<file path="config.mk">
export PLATFORM = sky130hd
export DESIGN_NAME = dbfs_ctrl
export DESIGN_NICKNAME = d
export VERILOG_FILES = /design/src/rtl/dbfs_pkg.sv /design/src/rtl/dbfs_ctrl.sv /design/src/rtl/dbfs_sync.sv
export VERILOG_INCLUDE_DIRS = /design/src /design/src/rtl
export SDC_FILE = /design/constraint.sdc
export NUM_CORES = 1
export LEC_CHECK = 0
export BUFFER_PORTS_ARGS = -buffer_cell sky130_fd_sc_hd__buf_2
export CAP_MARGIN = 20
export CORE_ASPECT_RATIO = 0.9
export CORE_MARGIN = 2
export CORE_UTILIZATION = 30
export CTS_CLUSTER_SIZE = 25
export DETAILED_ROUTE_END_ITERATION = 6
export GPL_TIMING_DRIVEN = 0
export PLACE_DENSITY = 0.5
export SYNTH_ARGS = -nofsm -noshare
export SYNTH_HDL_FRONTEND = slang
export SYNTH_SLANG_ARGS = --single-unit
</file>
<file path="constraint.sdc">
create_clock -name mclk -period 2.5 [get_ports mclk]
set_input_delay 0.5 -clock mclk [delete_from_list [all_inputs] [get_ports mclk]]
set_output_delay 0.5 -clock mclk [all_outputs]
set_load 0.03 [all_outputs]
</file>
<file path="src/rtl/dbfs_cfg.svh">
// Purpose: timing and reset constants for the dual block flash mode control
// Assumes: mclk at 100 MHz
// Notes:   counts derive from times in their own units
`ifndef DBFS_CFG_SVH
`define DBFS_CFG_SVH
`define DBFS_CLK_MHZ          100
`define DBFS_CB_MAX_US        1000
`define DBFS_CB_MAX_CYC       (`DBFS_CB_MAX_US * `DBFS_CLK_MHZ)
`define DBFS_RESET_VECTOR     16'h0000
`define DBFS_SWAP_RST         1'b0
`define DBFS_SWAP_LOCK_RST    1'b0
`define DBFS_PULSE_CNT_W      4
`endif

</file>
<file path="src/rtl/dbfs_pkg.sv">
// Purpose: types for the dual block flash mode control
// Assumes: nothing
// Notes:   mode enum and request/answer carriers
package dbfs_pkg;
	typedef enum logic [1:0] {
		DBFS_MODE_NORMAL,
		DBFS_MODE_EXTPROG,
		DBFS_MODE_SELFPROG
	} dbfs_mode_t;

	typedef enum logic [1:0] {
		DBFS_OP_NONE,
		DBFS_OP_PROGRAM,
		DBFS_OP_ERASE,
		DBFS_OP_SWAP
	} dbfs_op_t;

	typedef struct packed {
		dbfs_op_t op;
		logic     block;
	} dbfs_req_t;

	typedef struct packed {
		logic done;
		logic granted;
		logic error;
	} dbfs_ans_t;
endpackage : dbfs_pkg

</file>
<file path="src/rtl/dbfs_ctrl.sv">
// Purpose: mode select, block mapping and callback pacing of a dual block
//          flash with self-programming
// Assumes: vpp_high is a comparator output that is high at programming level
// Notes:   swap state and its lock are held as if non-volatile; reset keeps both
`timescale 1ns/100ps
`include "dbfs_cfg.svh"
module dbfs_ctrl import dbfs_pkg::*; #(
	parameter int CB_MAX_CYC = `DBFS_CB_MAX_CYC
) (
	// clock and reset
	input  wire logic      mclk,
	input  wire logic      sys_rst,
	// pins
	input  wire logic      vpp_high,
	// self-programming firmware side
	input  wire dbfs_req_t req,
	input  wire logic      req_valid,
	input  wire logic      op_busy,
	input  wire logic      sp_done,
	output dbfs_ans_t      ans,
	// mapping and status
	output dbfs_mode_t     mode,
	output logic           upper_is_rom,
	output logic           swapped,
	output logic [15:0]    fetch_addr,
	output logic           fetch_start,
	output logic [`DBFS_PULSE_CNT_W-1:0] if_sel,
	output logic           realtime_support_callback
);
	if (CB_MAX_CYC < 2) begin : g_bad_cb
		$error("CB_MAX_CYC too small");
	end

	// swap state is not cleared by sys_rst so the mapping survives reset;
	// a real part keeps it in flash, here a power-on value stands in
	logic       vpp_s;
	logic       vpp_prev_q;
	logic       rst_prev_q;
	logic       swap_q      = `DBFS_SWAP_RST;
	logic       swap_lock_q = `DBFS_SWAP_LOCK_RST;
	logic [31:0] cb_cnt_q;
	logic       release_w;
	logic       vpp_rise_w;

	dbfs_sync u_sync (
		.mclk    (mclk),
		.sys_rst (sys_rst),
		.din     (vpp_high),
		.dout    (vpp_s)
	);

	// the synchroniser clears on reset and needs two edges to show the pin;
	// release_w fires only once its output holds the real strap level
	logic [2:0] rel_pipe_q;
	always_ff @(posedge mclk) begin
		if (sys_rst) begin
			rel_pipe_q <= 3'b000;
			rst_prev_q <= 1'b1;
		end else begin
			rel_pipe_q <= {rel_pipe_q[1:0], 1'b1};
			rst_prev_q <= 1'b0;
		end
	end
	assign release_w  = rel_pipe_q == 3'b011;
	assign vpp_rise_w = vpp_s & ~vpp_prev_q;

	always_ff @(posedge mclk) begin
		if (sys_rst)
			vpp_prev_q <= 1'b0;
		else
			vpp_prev_q <= vpp_s;
	end

	// mode control
	always_ff @(posedge mclk) begin
		if (sys_rst) begin
			mode        <= DBFS_MODE_NORMAL;
			fetch_start <= 1'b0;
			fetch_addr  <= `DBFS_RESET_VECTOR;
		end else begin
			fetch_start <= 1'b0;
			if (release_w) begin
				if (vpp_s) begin
					mode <= DBFS_MODE_EXTPROG;
				end else begin
					mode        <= DBFS_MODE_NORMAL;
					fetch_addr  <= `DBFS_RESET_VECTOR;
					fetch_start <= 1'b1;
				end
			end else if (mode == DBFS_MODE_NORMAL && vpp_rise_w
			             && rel_pipe_q == 3'b111) begin
				mode <= DBFS_MODE_SELFPROG;
			end else if (mode == DBFS_MODE_SELFPROG && sp_done) begin
				mode <= DBFS_MODE_NORMAL;
			end
		end
	end

	// hidden rom overlay follows self-programming mode
	always_ff @(posedge mclk) begin
		if (sys_rst)
			upper_is_rom <= 1'b0;
		else if (mode == DBFS_MODE_SELFPROG && sp_done)
			upper_is_rom <= 1'b0;
		else if (mode == DBFS_MODE_NORMAL && vpp_rise_w && !release_w
		         && rel_pipe_q == 3'b111)
			upper_is_rom <= 1'b1;
	end

	// interface select: count pin pulses while in external mode
	always_ff @(posedge mclk) begin
		if (sys_rst)
			if_sel <= '0;
		else if (mode == DBFS_MODE_EXTPROG && vpp_s && !vpp_prev_q
		         && !release_w && if_sel != '1)
			if_sel <= if_sel + 1'b1;
	end

	assign swapped = swap_q;

	// no request is taken while reset is asserted, so the kept state is safe
	logic sp_op_w;
	assign sp_op_w = req_valid && mode == DBFS_MODE_SELFPROG && !sys_rst;

	always_ff @(posedge mclk) begin
		if (sp_op_w && req.op == DBFS_OP_SWAP && !swap_lock_q) begin
			swap_q      <= ~swap_q;
			swap_lock_q <= 1'b1;
		end else if (sp_op_w && req.op == DBFS_OP_ERASE && req.block) begin
			swap_lock_q <= 1'b0;
		end
	end

	// answer to each request, one cycle pulse
	always_ff @(posedge mclk) begin
		if (sys_rst) begin
			ans <= '0;
		end else begin
			ans <= '0;
			if (sp_op_w) begin
				ans.done <= 1'b1;
				case (req.op)
					DBFS_OP_PROGRAM,
					DBFS_OP_ERASE: begin
						ans.granted <= req.block;
						ans.error   <= ~req.block;
					end
					DBFS_OP_SWAP: begin
						ans.granted <= ~swap_lock_q;
						ans.error   <= swap_lock_q;
					end
					default: begin
						ans.error <= 1'b1;
					end
				endcase
			end else if (req_valid) begin
				ans.done  <= 1'b1;
				ans.error <= 1'b1;
			end
		end
	end

	// callback pacing: request one cycle inside the limit, one cycle pulse
	always_ff @(posedge mclk) begin
		if (sys_rst) begin
			cb_cnt_q                  <= '0;
			realtime_support_callback <= 1'b0;
		end else begin
			realtime_support_callback <= 1'b0;
			if (mode != DBFS_MODE_SELFPROG || !op_busy) begin
				cb_cnt_q <= '0;
			end else if (cb_cnt_q >= 32'(CB_MAX_CYC - 2)) begin
				cb_cnt_q                  <= '0;
				realtime_support_callback <= 1'b1;
			end else begin
				cb_cnt_q <= cb_cnt_q + 32'd1;
			end
		end
	end

	// gap between callbacks, for checking only
	logic [31:0] gap_q;
	always_ff @(posedge mclk) begin
		if (sys_rst || realtime_support_callback || !op_busy
		    || mode != DBFS_MODE_SELFPROG)
			gap_q <= '0;
		else
			gap_q <= gap_q + 32'd1;
	end
endmodule : dbfs_ctrl

</file>
<file path="src/rtl/dbfs_sync.sv">
// Purpose: two flip-flop synchroniser for one pin level
// Assumes: input is asynchronous to mclk
// Notes:   first stage is read only by the second
`timescale 1ns/100ps
module dbfs_sync (
	// clock and reset
	input  wire logic mclk,
	input  wire logic sys_rst,
	// level
	input  wire logic din,
	output logic      dout
);
	logic meta_q;

	always_ff @(posedge mclk) begin
		if (sys_rst) begin
			meta_q <= 1'b0;
			dout   <= 1'b0;
		end else begin
			meta_q <= din;
			dout   <= meta_q;
		end
	end
endmodule : dbfs_sync

</file>
==> results of run 1 <==
-- power groups by stage --
stage | clock, uW | sequential, uW | combinational (uW)
floorplan | 0 | 879 | 69.0
global placement | 0 | 876 | 88.0
detailed placement | 0 | 876 | 88.4
CTS | 528 | 857 | 88.4
global route | 559 | 859 | 97.0
finish | 498 | 856 | 89.5
-- worst max-delay path: stages, from the launching register on --
cell and delay (ns):
dfxtp_1 0.34, or4_4 0.54, o211a_1 0.25, or4b_1 0.53
buf_6 0.16, buf_8 0.13, nor2_1 0.10
-- cells by family (layout without fill, tap and decap cells) --
group / count (synthesis) / in the layout / synth area share (%)
simple gates: 78 / 78 / 21.1
flops: 52 / 52 / 52.5
buf+inv: 31 / 60 / 9.76
compound gates: 23 / 23 / 6.88
xor+xnor: 11 / 11 / 4.82
fa+ha+maj: 6 / 6 / 3.75
mux: 2 / 2 / 1.00
other cells: 1 / 31 / 0.187
-- per-layer routing --
metal  share of wire (%)  routed length (um)  up-vias  GRT usage, %
li1                    -                   -      764             -
met1                  50                1650      623          12.1
met2                  45                1470       25          14.8
met3                 3.6                 120        7          2.75
met4                 1.6                  51        0          4.15
met5                   0                   0        -             0
-- cell usage after synthesis, drive strengths merged --
cell     instances  share of area, %
dfxtp           51                51
nor2            19               3.6
buf             18               7.3
inv             12               2.3
nand3           10               2.5
a21oi            9               2.3
nand2            8               1.5
nor2b            8               2.5
o21ai            8               2.0
xnor2            8               3.5
or3              7               2.2
ha               6               3.8
nor3             5               1.3
nand4            4               1.3
nor4             4               1.3
nand2b           3              0.94
or4              3               1.3
xor2             3               1.3
mux2i            2               1.0
a2111oi          1              0.44
a211oi           1              0.38
a221oi           1              0.44
and2             1              0.31
and3             1              0.31
and4b            1              0.50
clkbuf           1              0.19
conb             1              0.19
edfxtp           1               1.5
nand3b           1              0.38
nand4b           1              0.44
nor3b            1              0.38
o2111ai          1              0.44
o211a            1              0.50
o31a             1              0.44
or4b             1              0.50
-- sequential cells by signal, summed over array words and instances (netlist names) --
signal                     cells
u_sync.dout                    1
swap_lock_q                    1
swapped                        1
ans                            3
fetch_start                    1
cb_cnt_q                      32
u_sync.meta_q                  1
upper_is_rom                   1
realtime_support_callback      1
rel_pipe_q                     3
vpp_prev_q                     1
if_sel                         4
mode                           2
-- metrics by stage --
| step | util (%) | hold WS [ns] | cell area, sq um | setup WS, ns |
|---|---|---|---|---|
| floorplan | - | 0.414 | 2110 | 0.506 |
| CTS | 37.2 | 0.384 | 2420 | 0.370 |
| finish | 37.2 | 0.396 | 2420 | 0.380 |
| global placement | 35.8 | 0.426 | 2330 | 0.419 |
| global route | 37.2 | 0.391 | 2420 | 0.305 |
| detailed placement | 35.8 | 0.430 | 2330 | 0.404 |
-- worst paths after layout --
check / slack [ns] / startpoint / endpoint
worst max-delay path: 0.38 / cb_cnt_q[14] / cb_cnt_q[10]
worst min-delay path: 0.40 / sp_done / upper_is_rom
worst max register to register: 0.38 / cb_cnt_q[14] / cb_cnt_q[10]
worst min register to register: 0.45 / u_sync.meta_q / u_sync.dout
-- cell type report --
| type | count | area [sq um] |
|---|---|---|
| multi-input combinational | 151 | 867 |
| tap | 90 | 113 |
| clock inverter | 3 | 25.0 |
| timing repair buffer | 21 | 105 |
| fill | 693 | 4090 |
| buffer | 19 | 150 |
| clock buffer | 5 | 68.8 |
| sequential | 52 | 1050 |
| inverter | 12 | 45.0 |
==> impl_metrics.toml, run 1 <==
[status]
status = "completed"

[power_and_ir_drop]
pwr-share-seq_pct = 59.3
ir_drop_v = 0.000291
power_leakage_uw = 0.00100
powerDensity_nw_per_um2 = 596
power_frac_comb_pct = 6.2
p_int_uw = 1090
finalPower_uw = 1440
swShare_pct = 24.8
clockPowerShare_pct = 34.5
p_sw_uw = 358

[finish]
layout_common_cells = "51 x dfxtp_1, 31 x conb_1, 21 x buf_2"
n_antenna_cell = 0
final_cells = 353
drive_above_1_share_pct = 18.3
area_growth_pct = 21.2
final_common_cell = "dfxtp_1"
fin_nets = 277

[global_route]
grt_pass1_vias = 1245
antenna_found_initial = 0
gr-total-overflow = 0
grt_max_degree = 19
grt_pass1_wl_mm = 5.58
grt_usage_pct = 9.39

[clocking]
postCtsHoldBufs = 0
cts_resized = 0
cts_tree = "done"
cts_sinks = 52
cts.htree.levels = 2
root_buffer = "clkbuf_8"
postCtsSetupRepairBufs = 0
clk_latency_ns = 0.30
path_clk_slew_ns = 0.10
cts-buffers-inserted = 5
clockBufferDepth = 2

[die]
die_x_um = 90.1
die_h_um = 81.5
die_area_sq_um = 7340
start_util_pct = 30.7
core_sq_um = 6520
num_rows = 28
io_pins = 38

[timing]
finalSetupTns_ns = 0
setup_viol = 0
hold_viol = 0
max_freq_mhz = 472
slew_headroom_pct = 58.9
fin_crit_sh_pct = 84.8
rsz0062_at_grt = "no"
min_period_ns = 2.12
worst_pin_slew_ns = 0.601
skew_ns = 0.00488
drv_slew = 0

[synth]
yosysUniqueCellTypes = 38
ys.warnings.count = 0
synthCells = 204
netlist_area_sq_um = 2000
synth_seq_cells = 52
yosysSeqAreaShare_pct = 52.5
synth.avg_cell_area_sq_um = 9.81

[route]
vias = 1419
drtIter0Drc = 27
routedWlPerCell_um = 9.32
drt.antenna.violating_nets = 0
vias_per_cell = 4.02
post-route-drc-count = 0
finalWirelength_mm = 3.29
drtPass1Iterations = 4

[placed_design]
gp_congestion = 0.713
dp.cells = 345
port_buffers = 21
dp_hpwl_mm = 2.42

[setup_path]
cp.required_ns = 2.74
path_class = "reg2reg"
worstSetupEndpointType = "register"
worstPathMaxFanout = 10
critPathLaunchType = "register"
arrival_ns = 2.36
reg2regPathDepth = 6

[hold_path]
hold_depth = 2
hold_class = "in2reg"

[job]
drv_cap = 0
(Power assumes the default switching activity.)
==> inputs of run 2 (changes only) <==
PLACE_DENSITY = 0.52   (was 0.5)
clock period = 1.8 ns   (was 2.5 ns; I/O delays follow)
==> run 2 against run 1 <==
The run now ends with setup timing left. Combinational power grew 39%. Die area is the same. Sequential power grew 39%. Register-to-register slack lost 0.62 ns. Wire length grew 1.3%. Design area grew 4.3%. Via count grew 1.4%. Final cell count grew 1.7%. Clock power grew 43%.
==> impl_metrics.toml, run 2 (synthesized netlist as in run 1, its figures left out) <==
[global_route]
gr-total-overflow = 0
grt_pass1_vias = 1226
grt_pass1_wl_mm = 5.60
grt_max_degree = 16
antenna_found_initial = 0
grt_usage_pct = 9.58

[finish]
fin_nets = 283
drive_above_1_share_pct = 25.7
top_regs = "cb_cnt_q: 32 flops, if_sel: 4 flops"
regMostFlops = "cb_cnt_q"
layout_common_cells = "46 x dfxtp_1, 31 x conb_1, 22 x buf_4"
final_common_cell = "dfxtp_1"
area_growth_pct = 26.4
n_antenna_cell = 0
nFillCells = 698
largest_reg_flops = 32
design_area_sq_um = 2530

[route]
post-route-drc-count = 0
vias = 1439
drtPass1Iterations = 4
vias_per_cell = 4.01
drt.antenna.violating_nets = 0
drtIter0Drc = 64
routedWlPerCell_um = 9.28
finalWirelength_mm = 3.33

[setup_path]
arrival_ns = 2.27
worstSetupEndpointType = "register"
rr_startpoint = "cb_cnt_q[13]"
worstPathMaxFanout = 10
cp.required_ns = 2.03
crit_chain = "or4_4 -> o211a_1 -> or4b_4 -> buf_8 -> nor2_1"
path_class = "reg2reg"
reg2regPathDepth = 5
r2r_slack_ns = -0.24
startpoint = "cb_cnt_q[13]"
slowest_stage = "or4b_4"
rr_endpoint = "cb_cnt_q[1]"
critPathLaunchType = "register"
max_stage_delay_ns = 0.59

[status]
failed_checks = "setup timing"
status = "finished with violations"

[hold_path]
hold_depth = 2
whs_endpoint = "upper_is_rom"
worstHoldStart = "sp_done"
hold_class = "in2reg"

[clocking]
postCtsHoldBufs = 0
root_buffer = "clkbuf_8"
cts_sinks = 52
clockBufferDepth = 2
path_clk_slew_ns = 0.09
cts-buffers-inserted = 5
cts_tree = "done"
clk_latency_ns = 0.30
cts.htree.levels = 2

[power_and_ir_drop]
finalPower_uw = 2020
power_leakage_uw = 0.00104
powerDensity_nw_per_um2 = 801
ir_drop_v = 0.000339

[timing]
hold_viol = 0
fin_crit_sh_pct = 113
min_period_ns = 2.04
drv_slew = 0
max_freq_mhz = 490
skew_ns = 0.00462
rsz0062_at_grt = "yes"
setup_viol = 17
finalWorstSetupSlack_ns = -0.239

[placed_design]
detailedPlace.worstSlack_ns = -0.272
dp_hpwl_mm = 2.36
gp_congestion = 0.752
port_buffers = 21
dpl-instance-area_sq_um = 2330

[die]
io_pins = 38
core_sq_um = 6520
num_rows = 28
die_area_sq_um = 7340
die_x_um = 90.1
die_h_um = 81.5
start_util_pct = 30.7

[job]
drv_cap = 0
[run 2: stage by stage]
step	cells	TNS, ns	util (%)	hold slack (ns)
floorplan	234	-1.95	-	0.414
global placement	345	-3.29	35.8	0.421
detailed placement	345	-3.63	35.8	0.422
CTS	356	-4.11	37.8	0.250
global route	359	-4.33	38.8	0.255
finish	359	-3.36	38.8	0.265
[run 2: worst max-delay path: cells and delay by family (launching register included)]
kind	cells	cell delay, ns
and+or+nand+nor	3	1.21
DFF	1	0.33
AOI/OAI and AO/OA	1	0.26
buffers and inverters	1	0.17
[run 2: timing repair]
| action | 4_1_cts | 5_1_grt |
|---|---|---|
| setup endpoints to repair | 17 | 18 |
| pin swaps | 0 | 1 |
| setup buffers | 3 | 4 |
| cloned | 0 | 0 |
| resized for setup | 2 | 16 |
| hold endpoints to repair | 0 | 0 |
[run 2: per-layer routing]
layer / routed length (um) / global-route usage, % / up-vias
met2: 1550 / 15.0 / 22
met4: 40 / 4.15 / 0
li1: - / - / 776
met5: 0 / 0 / -
met3: 147 / 3.12 / 4
met1: 1590 / 12.3 / 637
[run 2: worst max-delay path by stage]
stage / slack, ns / cells past startpoint / end
after floorplan: -0.15 / 6 / cb_cnt_q[0]
after CTS: -0.28 / 6 / cb_cnt_q[6]
after global placement: -0.24 / 6 / cb_cnt_q[0]
after global routing: -0.30 / 5 / cb_cnt_q[5]
after detailed placement: -0.27 / 7 / cb_cnt_q[6]
final: -0.24 / 5 / cb_cnt_q[1]
[run 2: where the power goes]
group,internal [uW],switching (uW)
combinational,44.4,79.8
clock,357,355
sequential,1180,8.48
[run 2: cell type report]
cell class / count / area, sq um / share of cell area [%]
Sequential cell: 52 / 1060 / 41.8
Multi-Input combinational cell: 151 / 911 / 36.0
Timing Repair Buffer: 28 / 161 / 6.38
Buffer: 18 / 139 / 5.49
Tap cell: 90 / 113 / 4.45
Clock buffer: 7 / 97.6 / 3.86
Inverter: 12 / 45.0 / 1.78
Clock inverter: 1 / 5.00 / 0.198
